==> src/pwm_group_pkg.sv <==
// constants for the three-channel pwm group
package pwm_group_pkg;
  // register indices as printed; byte address is four times the index
  localparam logic [7:0] idx_pwm0_control = 8'h20;
  localparam logic [7:0] idx_pwm_group_clock = 8'h21;
  localparam logic [7:0] idx_pwm0_duty_high = 8'h22;
  localparam logic [7:0] idx_pwm0_duty_low = 8'h23;
  localparam logic [7:0] idx_counter_bound_high = 8'h24;
  localparam logic [7:0] idx_counter_bound_low = 8'h25;
  localparam logic [7:0] idx_pwm1_control = 8'h26;
  localparam logic [7:0] idx_pwm1_duty_high = 8'h28;
  localparam logic [7:0] idx_pwm1_duty_low = 8'h29;
  localparam logic [7:0] idx_pwm2_control = 8'h2c;
  localparam logic [7:0] idx_pwm2_duty_high = 8'h2e;
  localparam logic [7:0] idx_pwm2_duty_low = 8'h2f;
  localparam int addr_width = 8;
  localparam int width = 11;
  // bit positions
  localparam int bit_enable = 7;
  localparam int bit_source = 0;
  localparam int bit_status = 6;
  localparam int bit_invert = 5;
  localparam int bit_select = 4;
  localparam int bit_combine = 0;
  localparam int presc_lsb = 4;
  localparam int port_lsb = 1;
  localparam logic [2:0] port_off = 3'h0;
  localparam logic [2:0] port_sel1 = 3'h1;
  localparam logic [2:0] port_sel3 = 3'h3;
  localparam logic [2:0] port_sel4 = 3'h4;
  localparam logic [2:0] port_sel5 = 3'h5;
  localparam logic [7:0] ctrl_reset = 8'h00;
  localparam logic [10:0] zero11 = 11'h000;
  localparam logic [1:0] resp_okay = 2'h0;
  localparam logic [1:0] resp_slverr = 2'h2;
endpackage

==> src/pwm_group.sv <==
// three-channel pwm group with an axi4-lite register slave
`timescale 1ns/10ps
module pwm_group #(
  parameter bit fast_doubled = 1'b0
) (
  // system
  input wire logic aclk,
  input wire logic aresetn,
  // fast internal oscillator, synchronous tick pulses
  input wire logic fast_tick,
  input wire logic fast_tick_double,
  // axi4-lite write address and data
  input wire logic [9:0] s_axi_awaddr,
  input wire logic s_axi_awvalid,
  output logic s_axi_awready,
  input wire logic [31:0] s_axi_wdata,
  input wire logic [3:0] s_axi_wstrb,
  input wire logic s_axi_wvalid,
  output logic s_axi_wready,
  // axi4-lite write response
  output logic [1:0] s_axi_bresp,
  output logic s_axi_bvalid,
  input wire logic s_axi_bready,
  // axi4-lite read
  input wire logic [9:0] s_axi_araddr,
  input wire logic s_axi_arvalid,
  output logic s_axi_arready,
  output logic [31:0] s_axi_rdata,
  output logic [1:0] s_axi_rresp,
  output logic s_axi_rvalid,
  input wire logic s_axi_rready,
  // pins
  output logic port_a_pin0,
  output logic port_a_pin3,
  output logic port_a_pin4,
  output logic port_a_pin5,
  output logic port_b_pin2,
  output logic port_b_pin3,
  output logic port_b_pin4,
  output logic port_b_pin5,
  output logic port_b_pin6,
  output logic port_b_pin7,
  output logic [9:0] pin_oe
);
  typedef enum logic [1:0] {
    wr_idle = 2'b00,
    wr_resp = 2'b01
  } wr_state_t;

  function automatic logic hit(input logic [9:0] a, input logic [7:0] idx);
    hit = (a[9:2] == idx);
  endfunction

  // eleven-bit value from a high byte and the top bits of a low byte
  function automatic logic [10:0] duty_word(input logic [7:0] high, input logic [7:0] low);
    duty_word = {high, low[7:5]};
  endfunction

  // strict compare keeps a zero duty fully low
  function automatic logic below(input logic [10:0] count, input logic [10:0] limit);
    below = (count < limit);
  endfunction

  // register state
  logic [7:0] ctrl0, ctrl1, ctrl2, clk_reg, bound_high, bound_low;
  logic [7:0] low0, low1, low2;
  logic [10:0] duty0, duty1, duty2;
  logic [10:0] counter;
  logic [6:0] presc_cnt;
  logic raw0, raw1, raw2, half2;
  logic port_out0, port_out1, port_out2;
  logic [9:0] aw_addr;
  logic [31:0] w_data;
  logic aw_held, w_held;
  wr_state_t wr_state;

  // write channel
  wire aw_take = s_axi_awvalid && s_axi_awready;
  wire w_take = s_axi_wvalid && s_axi_wready;
  wire [9:0] wa = aw_held ? aw_addr : s_axi_awaddr;
  wire [31:0] wd = w_held ? w_data : s_axi_wdata;
  wire have_aw = aw_held || aw_take;
  wire have_w = w_held || w_take;
  wire do_write = (wr_state == wr_idle) && have_aw && have_w;
  wire [7:0] wbyte = wd[7:0];
  wire wlane = s_axi_wstrb[0];
  wire we_c0 = do_write && wlane && hit(wa, pwm_group_pkg::idx_pwm0_control);
  wire we_clk = do_write && wlane && hit(wa, pwm_group_pkg::idx_pwm_group_clock);
  wire we_d0h = do_write && wlane && hit(wa, pwm_group_pkg::idx_pwm0_duty_high);
  wire we_d0l = do_write && wlane && hit(wa, pwm_group_pkg::idx_pwm0_duty_low);
  wire we_bh = do_write && wlane && hit(wa, pwm_group_pkg::idx_counter_bound_high);
  wire we_bl = do_write && wlane && hit(wa, pwm_group_pkg::idx_counter_bound_low);
  wire we_c1 = do_write && wlane && hit(wa, pwm_group_pkg::idx_pwm1_control);
  wire we_d1h = do_write && wlane && hit(wa, pwm_group_pkg::idx_pwm1_duty_high);
  wire we_d1l = do_write && wlane && hit(wa, pwm_group_pkg::idx_pwm1_duty_low);
  wire we_c2 = do_write && wlane && hit(wa, pwm_group_pkg::idx_pwm2_control);
  wire we_d2h = do_write && wlane && hit(wa, pwm_group_pkg::idx_pwm2_duty_high);
  wire we_d2l = do_write && wlane && hit(wa, pwm_group_pkg::idx_pwm2_duty_low);
  wire w_mapped = hit(wa, pwm_group_pkg::idx_pwm0_control)
    || hit(wa, pwm_group_pkg::idx_pwm_group_clock)
    || hit(wa, pwm_group_pkg::idx_pwm0_duty_high)
    || hit(wa, pwm_group_pkg::idx_pwm0_duty_low)
    || hit(wa, pwm_group_pkg::idx_counter_bound_high)
    || hit(wa, pwm_group_pkg::idx_counter_bound_low)
    || hit(wa, pwm_group_pkg::idx_pwm1_control)
    || hit(wa, pwm_group_pkg::idx_pwm1_duty_high)
    || hit(wa, pwm_group_pkg::idx_pwm1_duty_low)
    || hit(wa, pwm_group_pkg::idx_pwm2_control)
    || hit(wa, pwm_group_pkg::idx_pwm2_duty_high)
    || hit(wa, pwm_group_pkg::idx_pwm2_duty_low);

  always_ff @(posedge aclk) begin
    if (!aresetn) begin
      aw_held <= 1'b0;
      w_held <= 1'b0;
      aw_addr <= 10'h000;
      w_data <= 32'h00000000;
    end else begin
      if (aw_take) begin
        aw_addr <= s_axi_awaddr;
      end
      if (w_take) begin
        w_data <= s_axi_wdata;
      end
      aw_held <= do_write ? 1'b0 : have_aw;
      w_held <= do_write ? 1'b0 : have_w;
    end
  end

  // readies pulse while idle with nothing held
  always_ff @(posedge aclk) begin
    if (!aresetn) begin
      s_axi_awready <= 1'b0;
      s_axi_wready <= 1'b0;
    end else begin
      s_axi_awready <= (wr_state == wr_idle) && !have_aw && !s_axi_awready;
      s_axi_wready <= (wr_state == wr_idle) && !have_w && !s_axi_wready;
    end
  end

  // write response
  always_ff @(posedge aclk) begin
    if (!aresetn) begin
      wr_state <= wr_idle;
      s_axi_bvalid <= 1'b0;
      s_axi_bresp <= pwm_group_pkg::resp_okay;
    end else begin
      case (wr_state)
        wr_idle: begin
          if (do_write) begin
            wr_state <= wr_resp;
            s_axi_bvalid <= 1'b1;
            s_axi_bresp <= w_mapped ? pwm_group_pkg::resp_okay : pwm_group_pkg::resp_slverr;
          end
        end
        wr_resp: begin
          if (s_axi_bready) begin
            s_axi_bvalid <= 1'b0;
            wr_state <= wr_idle;
          end
        end
        default: wr_state <= wr_idle;
      endcase
    end
  end

  // register file
  always_ff @(posedge aclk) begin
    if (!aresetn) begin
      ctrl0 <= pwm_group_pkg::ctrl_reset;
      ctrl1 <= pwm_group_pkg::ctrl_reset;
      ctrl2 <= pwm_group_pkg::ctrl_reset;
      clk_reg <= pwm_group_pkg::ctrl_reset;
      bound_high <= pwm_group_pkg::ctrl_reset;
      bound_low <= pwm_group_pkg::ctrl_reset;
    end else begin
      if (we_c0) ctrl0 <= wbyte;
      if (we_c1) ctrl1 <= wbyte;
      if (we_c2) ctrl2 <= wbyte;
      if (we_clk) clk_reg <= wbyte;
      if (we_bh) bound_high <= wbyte;
      if (we_bl) bound_low <= wbyte;
    end
  end

  // staged low duty bytes
  always_ff @(posedge aclk) begin
    if (!aresetn) begin
      low0 <= pwm_group_pkg::ctrl_reset;
      low1 <= pwm_group_pkg::ctrl_reset;
      low2 <= pwm_group_pkg::ctrl_reset;
    end else begin
      if (we_d0l) low0 <= wbyte;
      if (we_d1l) low1 <= wbyte;
      if (we_d2l) low2 <= wbyte;
    end
  end

  // live duty values
  always_ff @(posedge aclk) begin
    if (!aresetn) begin
      duty0 <= pwm_group_pkg::zero11;
      duty1 <= pwm_group_pkg::zero11;
      duty2 <= pwm_group_pkg::zero11;
    end else begin
      // low byte is staged; high write commits the full value
      if (we_d0h) duty0 <= duty_word(wbyte, low0);
      if (we_d1h) duty1 <= duty_word(wbyte, low1);
      if (we_d2h) duty2 <= duty_word(wbyte, low2);
    end
  end

  // read channel, one cycle answer
  wire [9:0] ra = s_axi_araddr;
  wire [7:0] st0 = {1'b0, port_out0, ctrl0[5:0]};
  wire [7:0] st1 = {1'b0, port_out1, ctrl1[5:0]};
  wire [7:0] st2 = {1'b0, port_out2, ctrl2[5:0]};
  wire r_c0 = hit(ra, pwm_group_pkg::idx_pwm0_control);
  wire r_c1 = hit(ra, pwm_group_pkg::idx_pwm1_control);
  wire r_c2 = hit(ra, pwm_group_pkg::idx_pwm2_control);
  wire r_wo = hit(ra, pwm_group_pkg::idx_pwm_group_clock)
    || (ra[9:2] >= pwm_group_pkg::idx_pwm0_duty_high
      && ra[9:2] <= pwm_group_pkg::idx_counter_bound_low)
    || hit(ra, pwm_group_pkg::idx_pwm1_duty_high)
    || hit(ra, pwm_group_pkg::idx_pwm1_duty_low)
    || hit(ra, pwm_group_pkg::idx_pwm2_duty_high)
    || hit(ra, pwm_group_pkg::idx_pwm2_duty_low);
  wire [7:0] rbyte = r_c0 ? st0 : r_c1 ? st1 : r_c2 ? st2 : 8'h00;
  wire r_ok = r_c0 || r_c1 || r_c2 || r_wo;
  wire ar_take = s_axi_arvalid && s_axi_arready;

  always_ff @(posedge aclk) begin
    if (!aresetn) begin
      s_axi_arready <= 1'b0;
      s_axi_rvalid <= 1'b0;
      s_axi_rdata <= 32'h00000000;
      s_axi_rresp <= pwm_group_pkg::resp_okay;
    end else begin
      s_axi_arready <= !s_axi_rvalid && !ar_take && !s_axi_arready;
      if (ar_take) begin
        s_axi_rvalid <= 1'b1;
        s_axi_rdata <= {24'h000000, rbyte};
        s_axi_rresp <= r_ok ? pwm_group_pkg::resp_okay : pwm_group_pkg::resp_slverr;
      end else if (s_axi_rvalid && s_axi_rready) begin
        s_axi_rvalid <= 1'b0;
      end
    end
  end

  // clock source and prescaler
  wire enable = clk_reg[pwm_group_pkg::bit_enable];
  wire [2:0] presc = clk_reg[pwm_group_pkg::presc_lsb +: 3];
  wire fast_src = fast_doubled ? fast_tick_double : fast_tick;
  wire src_tick = clk_reg[pwm_group_pkg::bit_source] ? fast_src : 1'b1;
  wire [6:0] presc_max = 7'((8'h01 << presc) - 8'h01);
  wire presc_wrap = src_tick && (presc_cnt >= presc_max);
  wire [10:0] bound = {bound_high, bound_low[7:6], 1'b0};
  wire at_bound = counter >= bound;

  // prescaler; a disabled group holds its prescaler, counter and parity at zero
  always_ff @(posedge aclk) begin
    if (!aresetn || !enable) begin
      presc_cnt <= 7'h00;
    end else begin
      if (src_tick) presc_cnt <= presc_wrap ? 7'h00 : presc_cnt + 7'h01;
    end
  end

  // shared period counter
  always_ff @(posedge aclk) begin
    if (!aresetn || !enable) begin
      counter <= pwm_group_pkg::zero11;
    end else begin
      if (presc_wrap) begin
        counter <= at_bound ? pwm_group_pkg::zero11 : counter + 11'h001;
      end
    end
  end

  // period parity for the divide-by-two output
  always_ff @(posedge aclk) begin
    if (!aresetn || !enable) begin
      half2 <= 1'b0;
    end else begin
      if (presc_wrap && at_bound) half2 <= ~half2;
    end
  end

  // raw compares
  always_ff @(posedge aclk) begin
    if (!aresetn) begin
      raw0 <= 1'b0;
      raw1 <= 1'b0;
      raw2 <= 1'b0;
    end else begin
      raw0 <= enable && below(counter, duty0);
      raw1 <= enable && below(counter, duty1);
      raw2 <= enable && below(counter, duty2);
    end
  end

  // output selection
  wire sel2 = ctrl2[pwm_group_pkg::bit_select] ? (raw2 && !half2) : raw2;
  wire sel1 = ctrl1[pwm_group_pkg::bit_select] ? raw2 : raw1;
  wire comb0 = ctrl0[pwm_group_pkg::bit_combine] ? (raw0 | raw1) : (raw0 ^ raw1);
  wire sel0 = ctrl0[pwm_group_pkg::bit_select] ? comb0 : raw0;
  assign port_out0 = sel0 ^ ctrl0[pwm_group_pkg::bit_invert];
  assign port_out1 = sel1 ^ ctrl1[pwm_group_pkg::bit_invert];
  assign port_out2 = sel2 ^ ctrl2[pwm_group_pkg::bit_invert];
  wire [2:0] route0 = ctrl0[pwm_group_pkg::port_lsb +: 3];
  wire [2:0] route1 = ctrl1[pwm_group_pkg::port_lsb +: 3];
  wire [2:0] route2 = ctrl2[pwm_group_pkg::port_lsb +: 3];
  wire oe_b5 = route0 == pwm_group_pkg::port_sel1;
  wire oe_a0 = route0 == pwm_group_pkg::port_sel3;
  wire oe_b4 = route0 == pwm_group_pkg::port_sel4;
  wire oe_b6 = route1 == pwm_group_pkg::port_sel1;
  wire oe_a4 = route1 == pwm_group_pkg::port_sel3;
  wire oe_b7 = route1 == pwm_group_pkg::port_sel4;
  wire oe_b3 = route2 == pwm_group_pkg::port_sel1;
  wire oe_a3 = route2 == pwm_group_pkg::port_sel3;
  wire oe_b2 = route2 == pwm_group_pkg::port_sel4;
  wire oe_a5 = route2 == pwm_group_pkg::port_sel5;

  // pin enables
  always_ff @(posedge aclk) begin
    if (!aresetn) begin
      pin_oe <= 10'h000;
    end else begin
      pin_oe <= {oe_b7, oe_b6, oe_b5, oe_b4, oe_b3, oe_b2, oe_a5, oe_a4, oe_a3, oe_a0};
    end
  end

  // pin registers; undriven pins rest low
  always_ff @(posedge aclk) begin
    if (!aresetn) begin
      port_a_pin0 <= 1'b0;
      port_a_pin3 <= 1'b0;
      port_a_pin4 <= 1'b0;
      port_a_pin5 <= 1'b0;
      port_b_pin2 <= 1'b0;
      port_b_pin3 <= 1'b0;
      port_b_pin4 <= 1'b0;
      port_b_pin5 <= 1'b0;
      port_b_pin6 <= 1'b0;
      port_b_pin7 <= 1'b0;
    end else begin
      port_a_pin0 <= oe_a0 && port_out0;
      port_b_pin4 <= oe_b4 && port_out0;
      port_b_pin5 <= oe_b5 && port_out0;
      port_a_pin4 <= oe_a4 && port_out1;
      port_b_pin6 <= oe_b6 && port_out1;
      port_b_pin7 <= oe_b7 && port_out1;
      port_a_pin3 <= oe_a3 && port_out2;
      port_a_pin5 <= oe_a5 && port_out2;
      port_b_pin2 <= oe_b2 && port_out2;
      port_b_pin3 <= oe_b3 && port_out2;
    end
  end
endmodule

==> config.mk <==
export PLATFORM = sky130hd
export DESIGN_NAME = pwm_group
export DESIGN_NICKNAME = d
export VERILOG_FILES = /design/src/pwm_group_pkg.sv /design/src/pwm_group.sv
export SDC_FILE = /design/constraint.sdc
export NUM_CORES = 1
export LEC_CHECK = 0
export ABC_AREA = 1
export BUFFER_PORTS_ARGS = -buffer_cell sky130_fd_sc_hd__buf_4
export CAP_MARGIN = 20
export CORE_UTILIZATION = 51
export CTS_CLUSTER_DIAMETER = 200
export CTS_CLUSTER_SIZE = 40
export DETAILED_ROUTE_END_ITERATION = 8
export PLACE_DENSITY = 0.76
export REMOVE_ABC_BUFFERS = 1
export SLEW_MARGIN = 5
export SYNTH_ARGS = -nofsm -noshare
export SYNTH_HDL_FRONTEND = slang
export SYNTH_SLANG_ARGS = --single-unit
export TNS_END_PERCENT = 100
==> constraint.sdc <==
create_clock -name aclk -period 2.3 [get_ports aclk]
set_input_delay 0.46 -clock aclk [delete_from_list [all_inputs] [get_ports aclk]]
set_output_delay 0.46 -clock aclk [all_outputs]
set_load 0.03 [all_outputs]
# Word level (Yosys, flattened, before mapping)
# Index checks and enable logic that the tools add are counted.
[totals] word_cells=196 register_bits=180 ramBits=0 mem_count=0 latch_bits=0 in_bits=65 rom_bits=0
[classes] bitwise=7 n_mux=22 n_shift=1 reduce_logical=81 n_lt_le_gt_ge=7 addsub=3 eq_ne=33 div_mod_pow=0 mul=0
[op_table] operator="8-bit by 6-bit equality test with 1-bit output, second input constant" n=20
[op_table] operator="1-bit logical AND" n=42
[op_table] operator="11-bit < comparator" n=3
[op_table] operator="7-bit 2-to-1 mux" n=4
[op_table] operator="1-bit logical OR" n=22
[op_table] operator="3-bit equality test, second input constant" n=4
[op_table] operator="11-bit by 1-bit adder with 11-bit output, second input constant" n=1
[op_table] operator="11-bit >= comparator" n=1
[op_table] operator="11-bit 2-to-1 mux" n=1
[op_table] operator="1-bit zero test" n=10
[op_table] operator="10-bit 2-to-1 mux" n=1
[op_table] operator="3-bit by 1-bit equality test with 1-bit output, second input constant" n=3
[op_table] operator="3-bit by 2-bit equality test with 1-bit output, second input constant" n=3
[op_table] operator="1-bit 2-to-1 mux" n=9
[op_table] operator="8-bit by 6-bit >= comparator with 1-bit output, second input constant" n=1
[op_table] operator="8-bit by 6-bit less-or-equal comparator with 1-bit output, second input constant" n=1
[op_table] operator="2-bit 2-to-1 mux" n=4
[op_table] operator="8-bit 2-to-1 mux" n=1
[op_table] operator="7-bit by 1-bit adder with 7-bit output, second input constant" n=1
[op_table] operator="7-bit >= comparator" n=1
[op_table] operator="1-bit by 3-bit left shift with 7-bit output, first input constant" n=1
[op_table] operator="7-bit by 1-bit subtractor with 7-bit output, second input constant" n=1
[op_table] operator="2-bit inequality test, second input constant" n=2
[op_table] operator="2-bit one-hot mux with 2 select lines" n=1
[op_table] operator="other kinds (10)" n=16

# Depth between registers and ports, before layout
# Gate-level depths: netlist (run 1).
[logic_depth] word_depth=14 depth_mapped=16

# Worst setup path before layout (run 1)
# Ideal clock, no wire load.
[synth_timing] path_type="reg-to-reg" startpoint="register clk_reg[6]" endpoint="register counter[5]" slack_ns=-0.095 stages_incl_launch_ff=15 required_ns=2.171 setup_ns=0.129 t_arrival_ns=2.267 period_less_slack_ns=2.395 cell_sequence="dfxtp_1 -> inv_1 -> nand3_1 -> ha_1 -> o21ai_0 -> a21oi_1 -> xor2_1 -> ha_1 -> nand2_1 -> a21oi_1 -> nor2_1 -> nand3_1 -> nand2_1 -> o21ai_1 -> nor2_1"
[synth_via] elab_chain_cells=4
[synth_rtl] element="from (decl)" line_no="pwm_group.sv:65" source="logic [7:0] ctrl0, ctrl1, ctrl2, clk_reg, bound_high, bound_low;"
[synth_rtl] element="from (signal assigned)" line_no="pwm_group.sv:173" source="clk_reg <= pwm_group_pkg::ctrl_reset;"
[synth_rtl] element="from (signal assigned)" line_no="pwm_group.sv:180" source="if (we_clk) clk_reg <= wbyte;"
[synth_rtl] element="1-bit by 3-bit left shift with 7-bit output" line_no="pwm_group.sv:255" source="wire [6:0] presc_max = 7'((8'h01 << presc) - 8'h01);"
[synth_rtl] element="7-bit by 1-bit subtractor with 7-bit output" line_no="pwm_group.sv:255"
[synth_rtl] element="7-bit >= comparator" line_no="pwm_group.sv:256" source="wire presc_wrap = src_tick && (presc_cnt >= presc_max);"
[synth_rtl] element="1-bit logical AND" line_no="pwm_group.sv:256"
[synth_rtl] element="to (signal assigned)" line_no="pwm_group.sv:272" source="counter <= pwm_group_pkg::zero11;"
[synth_rtl] element="to (signal assigned)" line_no="pwm_group.sv:275" source="counter <= at_bound ? pwm_group_pkg::zero11 : counter + 11'h001;"
[synth_rtl] element="to (decl)" line_no="pwm_group.sv:68" source="logic [10:0] counter;"
# No other way between the ends.
# A chain may end at the register's enable or synchronous reset.

# Final worst setup path (run 1)
[layout_timing] startpoint="register clk_reg[5]" endpoint="register counter[2]"
# Same word-level chain as after synthesis.

==> impl_metrics.py, run 1 <==
metrics = {
    "cells_and_area": {
        "fin_nets": 1282,
        "fill_cells": 1261,
        "final_util_pct": 62.4,
        "drive_gt1_share_pct": 16.7,
        "antennaDiodeCount": 0,
        "syn_to_final_growth_pct": 18.3,
    },
    "logic_synthesis": {
        "ys_seq_area_share_pct": 38.4,
        "ys_seq_elements": 149,
        "synth_top_area_cell": "dfxtp_1",
        "synth-simple-area-share_pct": 30.3,
        "syn_avg_cell_area_um2": 7.21,
        "synth_area_um2": 7760,
        "synthMuxAreaShare_pct": 0,
        "synth.area.top_cells": "dfxtp_1 38%, nor2_1 9.3%, nand2_1 9.2%, ha_1 8.2%, inv_1 5.5%",
        "synth_top_family_by_area": "simple AND/OR/NAND/NOR gates",
        "synth_top_area_share_pct": 38.4,
        "synth_compound_area_share_pct": 11.0,
        "synthAdderAreaFrac_pct": 8.22,
        "yosys_warnings": 0,
        "yosysUniqueCellTypes": 43,
        "synth_xor_area_share_pct": 1.13,
        "synthCells": 1076,
    },
    "sta": {
        "hold_viol": 0,
        "tightest_slew_ps": 611,
        "fmax_mhz": 420,
        "rsz0062_at_grt": "yes",
        "period_needed_ps": 2380,
        "maxSlewViolCount": 0,
        "setup_violations": 11,
        "slew_headroom_pct": 59.1,
        "setup_slack_ps": -81.6,
        "period_share_pct": 104,
        "hold_slack_ps": 275,
        "clock_skew_ps": 7.94,
    },
    "power": {
        "total_power_mw": 5.85,
        "p_per_area_nw_per_um2": 638,
        "p_leak_nw": 4.03,
        "ir_worst_vdd_mv": 0.436,
    },
    "drt": {
        "drc": 8,
        "route.top_layer_used": "met4",
        "dr_wl_met3_um": 830,
        "num_vias": 7031,
        "drtAntennaViolNets": 0,
        "routedWlPerCell_um": 13.3,
        "met1_length_um": 8620,
        "drtPass1Iterations": 7,
        "drt-initial-drc-count": 577,
        "wl_met2_um": 8230,
        "via_per_inst": 5.16,
        "finalWirelength_um": 18100,
    },
    "floorplan": {
        "dieArea_um2": 15700,
        "die_y_um": 125,
        "core_um2": 14700,
        "fp-row-count": 44,
        "dieWidth_um": 125,
        "start_util_pct": 52.8,
        "io_pins": 126,
    },
    "min_path": {
        "hold_path.class": "primary input to flip-flop",
    },
    "worst_setup_path": {
        "cpMostUsedCell": "nand3_1",
        "path_buf_inv": 2,
        "crit_slowest_cell": "dfxtp_2",
        "cp_cell_sequence": "nor2_4, nand2_2, ha_4, o21ai_4, buf_4, xnor2_1, ha_1, nand3_1, nor2_1, nand3_1, nand3_4, nand2_8, o21ai_2, buf_6, nor2_2",
        "cp-start-kind": "flip-flop",
        "crit_required_ps": 2620,
        "crit_fanout": 7,
        "endpoint_kind": "flip-flop",
        "worstPathArrival_ps": 2700,
        "crit_family": "simple AND/OR/NAND/NOR gates",
        "critical-path-max-stage-delay_ps": 370,
        "criticalPathCategory": "flip-flop to flip-flop",
    },
    "global_routing": {
        "grt_usage_pct": 23.9,
        "gr-total-overflow": 0,
        "grt_pass1_vias": 6395,
        "antenna_found_initial": 0,
        "grt_max_degree": 45,
        "grt_pass1_wl_um": 30000,
    },
    "clocking": {
        "cts_root_buf": "clkbuf_16",
        "cts_tree": "built",
        "clk_pin_slew_ps": 60,
        "cts.path.max_buffers": 2,
        "cts_sinks": 149,
        "htreeDepth": 4,
        "clk_latency_ps": 430,
        "numCtsBuffers": 17,
    },
    "run_status": {
        "status": "finished, violations left",
        "violations": "DRC, setup timing",
    },
    "placed_design": {
        "dp_hpwl_um": 12500,
        "port_buffers": 66,
        "gp_congestion": 0.854,
    },
    "run": {
        "cap_violations": 0,
    },
}
-- what timing repair did --
action                                  CTS  global route
buffers inserted                          0             2
hold buffers                              0             0
gates cloned                              0             1
gates resized for setup                  12            26
pin swaps                                 3            21
endpoints found under the setup margin   19            19
-- cells by family after synthesis --
logic type	after synthesis
xor gates and xnor gates	10
AOI/OAI and AO/OA	164
DFF	149
buffers and inverters	183
other	1
and+or+nand+nor	518
adders and majority gates	51
-- tightest hold or removal path, stage by stage --
cell and delay [ps]:
buf_4 70, inv_1 30, nand2_1 40, a21oi_1 50
-- metrics by stage --
step | setup WS [ps] | cells | area [um2] | TNS [ps]
finish | -81.6 | 1363 | 9180 | -547
global route | -188 | 1363 | 9180 | -1950
CTS | 14.8 | 1360 | 9050 | 0
detailed placement | -239 | 1328 | 8470 | -2360
global placement | -154 | 1328 | 8470 | -1080
floorplan | -321 | 1045 | 7490 | -5040
-- cells in the final DEF (no fill, tap or decap), drive strengths merged, types with 3 or more instances in the layout --
cell type and count:
o21ai 90, dfxtp 149, xnor2 3, buf 102, nor3 24, nand4 30, o22ai 3, clkbuf 19
clkinvlp 3, nand3 56, nand3b 3, inv 132, nor4 3, ha 51, a211oi 3, a41oi 4
clkinv 4, a21oi 62, nand2 199, xor2 7, nor2 200, conb 27
-- synth_stat cells --
cell type / count
conb_1: 1
buf_4: 28
nor3_1: 23
dfxtp_1: 149
nor2_1: 193
nand2_4: 3
inv_2: 10
a21oi_1: 62
or2_2: 2
nor2_4: 2
o21ai_1: 10
nand2_2: 5
nand3_4: 1
nand3b_4: 1
buf_1: 1
o21ai_0: 79
nand3b_1: 2
a211oi_1: 3
nor4_1: 3
o21bai_1: 1
nand3_1: 52
xor2_1: 7
buf_6: 5
clkinv_1: 2
nor2_8: 2
nor2_2: 3
nor3b_1: 1
nor3_2: 1
inv_1: 113
a21o_1: 1
nand3_2: 3
nand4_2: 1
inv_8: 1
nand4_1: 25
xnor2_1: 3
clkbuf_1: 18
nand2_1: 191
nand4_4: 4
a41oi_1: 4
o22ai_1: 3
buf_2: 5
o21ai_2: 1
ha_1: 51
-- report_power, final --
| group | switching (mW) | internal (mW) |
|---|---|---|
| combinational | 0.396 | 0.156 |
| clock | 1.20 | 1.45 |
| sequential | 0.0296 | 2.63 |
-- metal layers --
metal  vias to the layer above  GRT usage [%]
met5                         -              0
met4                         0           9.97
met3                        26           3.55
met2                       191           39.4
met1                      3184           31.3
li1                       3630              -
-- path summary, 6_finish.rpt --
path	start	to	slack (ps)	cells past startpoint
setup / recovery	clk_reg[5]	counter[2]	-80	15
setup reg to reg	clk_reg[5]	counter[2]	-80	15
hold / removal	s_axi_bready	s_axi_bvalid	280	4
hold reg to reg	s_axi_awready	s_axi_awready	450	1
-- layout make-up --
| class | count | area, um2 | share of cell area (%) |
|---|---|---|---|
| Clock inverter | 13 | 114 | 1.24 |
| Tap cell | 184 | 230 | 2.51 |
| Sequential cell | 149 | 2990 | 32.6 |
| Inverter | 126 | 480 | 5.24 |
| Timing Repair Buffer | 102 | 773 | 8.43 |
| Clock buffer | 19 | 443 | 4.83 |
| Multi-Input combinational cell | 770 | 4150 | 45.2 |
No activity file was read; power rests on OpenSTA's default activity.
==> inputs of run 2 (changes only) <==
Settings changed: BUFFER_PORTS_ARGS -buffer_cell sky130_fd_sc_hd__buf_4 to unset, CORE_UTILIZATION 51 to 58, DONT_BUFFER_PORTS set to 1.
==> impl_metrics.py, run 2 (synthesis results as in run 1) <==
metrics = {
    "cells_and_area": {
        "syn_to_final_growth_pct": 13.4,
        "multi_input_area_um2": 4160,
        "mostFrequentLayoutCell": "nor2_1",
        "antennaDiodeCount": 0,
        "mostFrequentLayoutCells": "187 x nor2_1, 185 x nand2_1, 146 x dfxtp_1",
        "fin_area_um2": 8800,
        "fill_cells": 1087,
        "seqCellArea_um2": 2990,
        "fin_nets": 1219,
        "fin_cells": 1288,
        "drive_gt1_share_pct": 12.5,
    },
    "worst_setup_path": {
        "worstPathArrival_ps": 2650,
        "crit_slowest_cell": "dfxtp_4",
        "cp_cell_sequence": "nor2_4, nand2_2, ha_4, o21ai_4, a21oi_2, xor2_1, ha_1, nand3_1, nor2_1, nand3_1, nand3_4, nand2_4, o21ai_2, buf_6, nor2_2",
        "crit_fanout": 6,
        "endpoint_kind": "flip-flop",
        "crit_required_ps": 2620,
        "criticalPathCategory": "flip-flop to flip-flop",
        "critical-path-max-stage-delay_ps": 360,
        "cpMostUsedCell": "nand3_1",
        "cp-start-kind": "flip-flop",
    },
    "global_routing": {
        "gr-total-overflow": 0,
        "grt_usage_pct": 26.3,
        "grt_pass1_wl_um": 29300,
        "grt_max_degree": 88,
        "antenna_found_initial": 0,
        "grt_pass1_vias": 6173,
    },
    "floorplan": {
        "dieArea_um2": 13800,
        "dieWidth_um": 118,
        "start_util_pct": 60.5,
        "fp-row-count": 41,
        "io_pins": 126,
        "die_y_um": 118,
        "core_um2": 12800,
    },
    "drt": {
        "finalWirelength_um": 17800,
        "via_per_inst": 5.30,
        "drtAntennaViolNets": 0,
        "drtPass1Iterations": 5,
        "routedWlPerCell_um": 13.8,
        "num_vias": 6823,
        "drc": 0,
        "drt-initial-drc-count": 531,
    },
    "sta": {
        "finalSetupTns_ps": -141,
        "maxSlewViolCount": 0,
        "setup_slack_ps": -29.2,
        "fmax_mhz": 429,
        "setup_violations": 6,
        "period_needed_ps": 2330,
        "slew_headroom_pct": 61.2,
        "tightest_slew_ps": 581,
        "rsz0062_at_grt": "yes",
        "period_share_pct": 101,
        "clock_skew_ps": 7.00,
        "hold_viol": 0,
    },
    "power": {
        "swShare_pct": 24.7,
        "ir_worst_vdd_mv": 0.494,
        "p_leak_nw": 3.75,
        "seqPwrFrac_pct": 43.3,
        "p_clk_share_pct": 49.6,
        "comb_power_share_pct": 7.0,
        "total_power_mw": 6.19,
        "power_switching_mw": 1.53,
        "power.internal_mw": 4.66,
        "p_per_area_nw_per_um2": 704,
    },
    "placed_design": {
        "dp_hpwl_um": 12000,
        "dp_cells": 1255,
        "port_buffers": 0,
        "gp_congestion": 0.880,
        "post_dp_cell_area_um2": 8000,
        "pre_cts_ws_ps": -138,
    },
    "clocking": {
        "cts_sinks": 149,
        "cts_root_buf": "clkbuf_16",
        "cts_setup_buffers": 0,
        "ctsHoldBuffers": 0,
        "clk_latency_ps": 430,
        "clk_pin_slew_ps": 60,
        "cts.path.max_buffers": 2,
        "htreeDepth": 4,
        "cts_tree": "built",
        "numCtsBuffers": 17,
    },
    "min_path": {
        "hold_path.class": "primary input to flip-flop",
    },
    "run_status": {
        "status": "finished, violations left",
        "violations": "setup timing",
    },
    "run": {
        "cap_violations": 0,
    },
}
run 2: cell types whose count changed in the layout (fill, tap and decap cells not counted), sizes merged:
cell,previous run,this run
clkbuf,19,17
clkinv,4,6
bufinv,0,5
inv,132,128
clkinvlp,3,2
buf,102,39
run 2: routing by layer:
layer	wire length [um]	GRT usage, %	vias to the layer above
met4	319	8.81	0
li1	-	-	3490
met2	8300	42.8	192
met3	1000	6.49	27
met1	8210	33.9	3114
met5	0	0	-
run 2: repair_timing:
item | CTS | global route
gates resized for setup | 14 | 32
hold endpoints to repair | 0 | 0
pin swaps | 5 | 9
setup endpoints to repair | 19 | 19
cloned | 1 | 0
run 2: worst paths after layout:
path                              startpoint           end  slack [ps]  cells after the start
worst max-delay path              clk_reg[5]    counter[5]         -30                     15
worst min-delay path                 aresetn     w_data[1]         170                      2
worst max register to register    clk_reg[5]    counter[5]         -30                     15
worst min register to register  bound_low[6]  bound_low[6]         450                      2
run 2: worst max-delay path, delay by kind of cell, from the launching register on:
kind,cells,cell delay (ps)
buffers and inverters,1,160
adder cells (fa/ha/maj),2,500
XOR/XNOR,1,150
flip-flops,1,360
AO/OA/AOI/OAI,3,290
AND/OR/NAND/NOR,8,770
run 2: power groups by stage:
stage | sequential (mW) | clock [mW] | combinational, mW
6_report | 2.68 | 3.07 | 0.436
3_5_place_dp | 2.74 | 0 | 0.429
2_1_floorplan | 2.75 | 0 | 0.305
5_1_grt | 2.69 | 3.23 | 0.478
4_1_cts | 2.69 | 3.10 | 0.432
3_3_place_gp | 2.74 | 0 | 0.422
run 2: layout make-up:
cell class,instances,share of cell area (%)
timing repair buffer,39,3.46
tap,172,2.45
clock inverter,15,2.55
inverter,126,5.49
clock buffer,17,4.83
sequential,149,34.0
multi-input combinational,770,47.2
run 2: through the flow:
stage                     hold WS, ps  util [%]
after detailed placement          443      62.3
after floorplan                   421         -
final                             167      68.6
after global placement            439      62.3
after global routing              169      68.6
after CTS                         148      67.7
==> inputs of run 3 (changes only) <==
--- a/config.mk
+++ b/config.mk
@@ -8,10 +8,11 @@
 export ABC_AREA = 1
 export CAP_MARGIN = 20
-export CORE_UTILIZATION = 58
+export CORE_UTILIZATION = 60
+export CTS_BUF_LIST = sky130_fd_sc_hd__clkbuf_8
 export CTS_CLUSTER_DIAMETER = 200
 export CTS_CLUSTER_SIZE = 40
 export DETAILED_ROUTE_END_ITERATION = 8
 export DONT_BUFFER_PORTS = 1
-export PLACE_DENSITY = 0.76
+export PLACE_DENSITY = 0.79
 export REMOVE_ABC_BUFFERS = 1
 export SLEW_MARGIN = 5
==> constraint.sdc (replaced) <==
create_clock -name aclk -period 2.3 [get_ports aclk]
set_input_delay 0.345 -clock aclk [delete_from_list [all_inputs] [get_ports aclk]]
set_output_delay 0.345 -clock aclk [all_outputs]
set_load 0.03 [all_outputs]
==> impl_metrics.py, run 3 (synthesis results as in run 1) <==
metrics = {
    "run_status": {
        "status": "finished, violations left",
        "violations": "setup timing",
    },
    "cells_and_area": {
        "mostFrequentLayoutCells": "189 x nor2_1, 186 x nand2_1, 146 x dfxtp_1",
        "mostFrequentLayoutCell": "nor2_1",
        "syn_to_final_growth_pct": 9.95,
        "drive_gt1_share_pct": 11.7,
        "seqCellArea_um2": 2990,
        "final_util_pct": 67.6,
        "fin_nets": 1217,
        "antennaDiodeCount": 0,
        "fill_cells": 1126,
        "multi_input_area_um2": 4150,
    },
    "clocking": {
        "cts_root_buf": "clkbuf_8",
        "cts_tree": "built",
        "cts_sinks": 149,
        "cts_setup_buffers": 0,
        "clk_pin_slew_ps": 80,
        "cts.path.max_buffers": 2,
        "clk_latency_ps": 470,
        "numCtsBuffers": 17,
        "htreeDepth": 4,
    },
    "placed_design": {
        "port_buffers": 0,
        "dp_hpwl_um": 11800,
        "pre_cts_ws_ps": -177,
        "gp_congestion": 0.839,
    },
    "worst_setup_path": {
        "crit_slowest_cell": "dfxtp_4",
        "criticalPathCategory": "flip-flop to flip-flop",
        "cpMostUsedCell": "nor2_1",
        "path_buf_inv": 3,
        "crit_required_ps": 2660,
        "timing.rr.start": "clk_reg[5]",
        "endpoint_kind": "flip-flop",
        "r2r_slack_ps": -20,
        "rr_worst_depth": 14,
        "cp-start-kind": "flip-flop",
        "crit_fanout": 6,
        "worstPathArrival_ps": 2680,
        "critical-path-max-stage-delay_ps": 360,
        "cp_cell_sequence": "inv_1, nand3_2, ha_4, buf_4, xor2_1, ha_1, nand2_1, nor2_1, nand3_1, nand3_4, nand2_4, o21ai_2, buf_6, nor2_1",
        "crit_family": "simple AND/OR/NAND/NOR gates",
        "reg2reg_to": "counter[4]",
    },
    "sta": {
        "setup_slack_ps": -20.8,
        "period_share_pct": 101,
        "finalSetupTns_ps": -75.1,
        "period_needed_ps": 2320,
        "setup_violations": 6,
        "slew_headroom_pct": 63.8,
        "tightest_slew_ps": 542,
        "rsz0062_at_grt": "yes",
        "fmax_mhz": 431,
        "maxSlewViolCount": 0,
        "hold_viol": 0,
        "clock_skew_ps": 13.6,
    },
    "power": {
        "p_clk_share_pct": 39.2,
        "seqPwrFrac_pct": 52.3,
        "power.internal_mw": 3.70,
        "p_per_area_nw_per_um2": 602,
        "power_switching_mw": 1.43,
        "total_power_mw": 5.13,
        "p_leak_nw": 3.63,
        "comb_power_share_pct": 8.5,
        "ir_worst_vdd_mv": 0.386,
        "swShare_pct": 27.9,
    },
    "drt": {
        "routedWlPerCell_um": 13.7,
        "drtAntennaViolNets": 0,
        "finalWirelength_um": 17600,
        "num_vias": 6820,
        "drt-initial-drc-count": 533,
        "drc": 0,
        "drtPass1Iterations": 5,
        "via_per_inst": 5.30,
    },
    "min_path": {
        "hp-start": "aresetn",
        "hold_end": "clk_reg[6]",
        "hold_path.class": "primary input to flip-flop",
        "holdPathStages": 2,
    },
    "floorplan": {
        "dieArea_um2": 13400,
        "core_um2": 12600,
        "start_util_pct": 61.5,
        "dieWidth_um": 116,
        "die_y_um": 116,
        "fp-row-count": 41,
        "io_pins": 126,
    },
    "global_routing": {
        "grt_max_degree": 74,
        "antenna_found_initial": 0,
        "grt_usage_pct": 27.6,
        "grt_pass1_wl_um": 28600,
        "gr-total-overflow": 0,
        "grt_pass1_vias": 6170,
    },
    "run": {
        "cap_violations": 0,
    },
}
==> run 3: what timing repair did <==
item / in CTS / in global routing
endpoints found under the setup margin: 19 / 19
pin swaps: 5 / 22
hold endpoints to repair: 11 / 6
hold buffers: 3 / 1
gates cloned: 1 / 0
gates resized for setup: 13 / 31
==> run 3: power by group through the flow <==
stage	combinational [mW]	clock (mW)	sequential, mW
2_1_floorplan	0.305	0	2.75
3_3_place_gp	0.411	0	2.75
3_5_place_dp	0.418	0	2.75
4_1_cts	0.429	2.05	2.69
5_1_grt	0.478	2.18	2.69
6_report	0.436	2.01	2.68
==> run 3: cell type report <==
type | instances | area share, %
Inverter | 126 | 5.63
Multi-Input combinational cell | 770 | 48.7
Clock inverter | 15 | 1.82
Sequential cell | 149 | 35.1
Clock buffer | 17 | 2.74
Timing Repair Buffer | 37 | 3.55
Tap cell | 172 | 2.52
==> run 3: worst max-delay path by stage <==
stage / from / to / slack (ps) / cells past startpoint
after floorplan: clk_reg[6] / counter[5] / -320 / 14
after global placement: clk_reg[4] / counter[5] / -50 / 15
after detailed placement: clk_reg[4] / presc_cnt[4] / -180 / 13
after CTS: clk_reg[6] / counter[4] / -5 / 14
after global routing: clk_reg[5] / counter[1] / -110 / 15
final: clk_reg[5] / counter[4] / -20 / 14
==> run 3: stage by stage <==
step	hold WS [ps]	instances	instance area, um2
finish	14.8	1286	8530
global route	1.98	1286	8530
CTS	0.482	1285	8410
detailed placement	446	1249	7950
global placement	438	1249	7950
floorplan	421	1045	7490
==> run 3: layer usage <==
metal | global-route usage [%] | wire length, um
met1 | 35.4 | 8090
met5 | 0 | 0
met4 | 12.7 | 403
met2 | 44.9 | 8180
met3 | 5.65 | 908
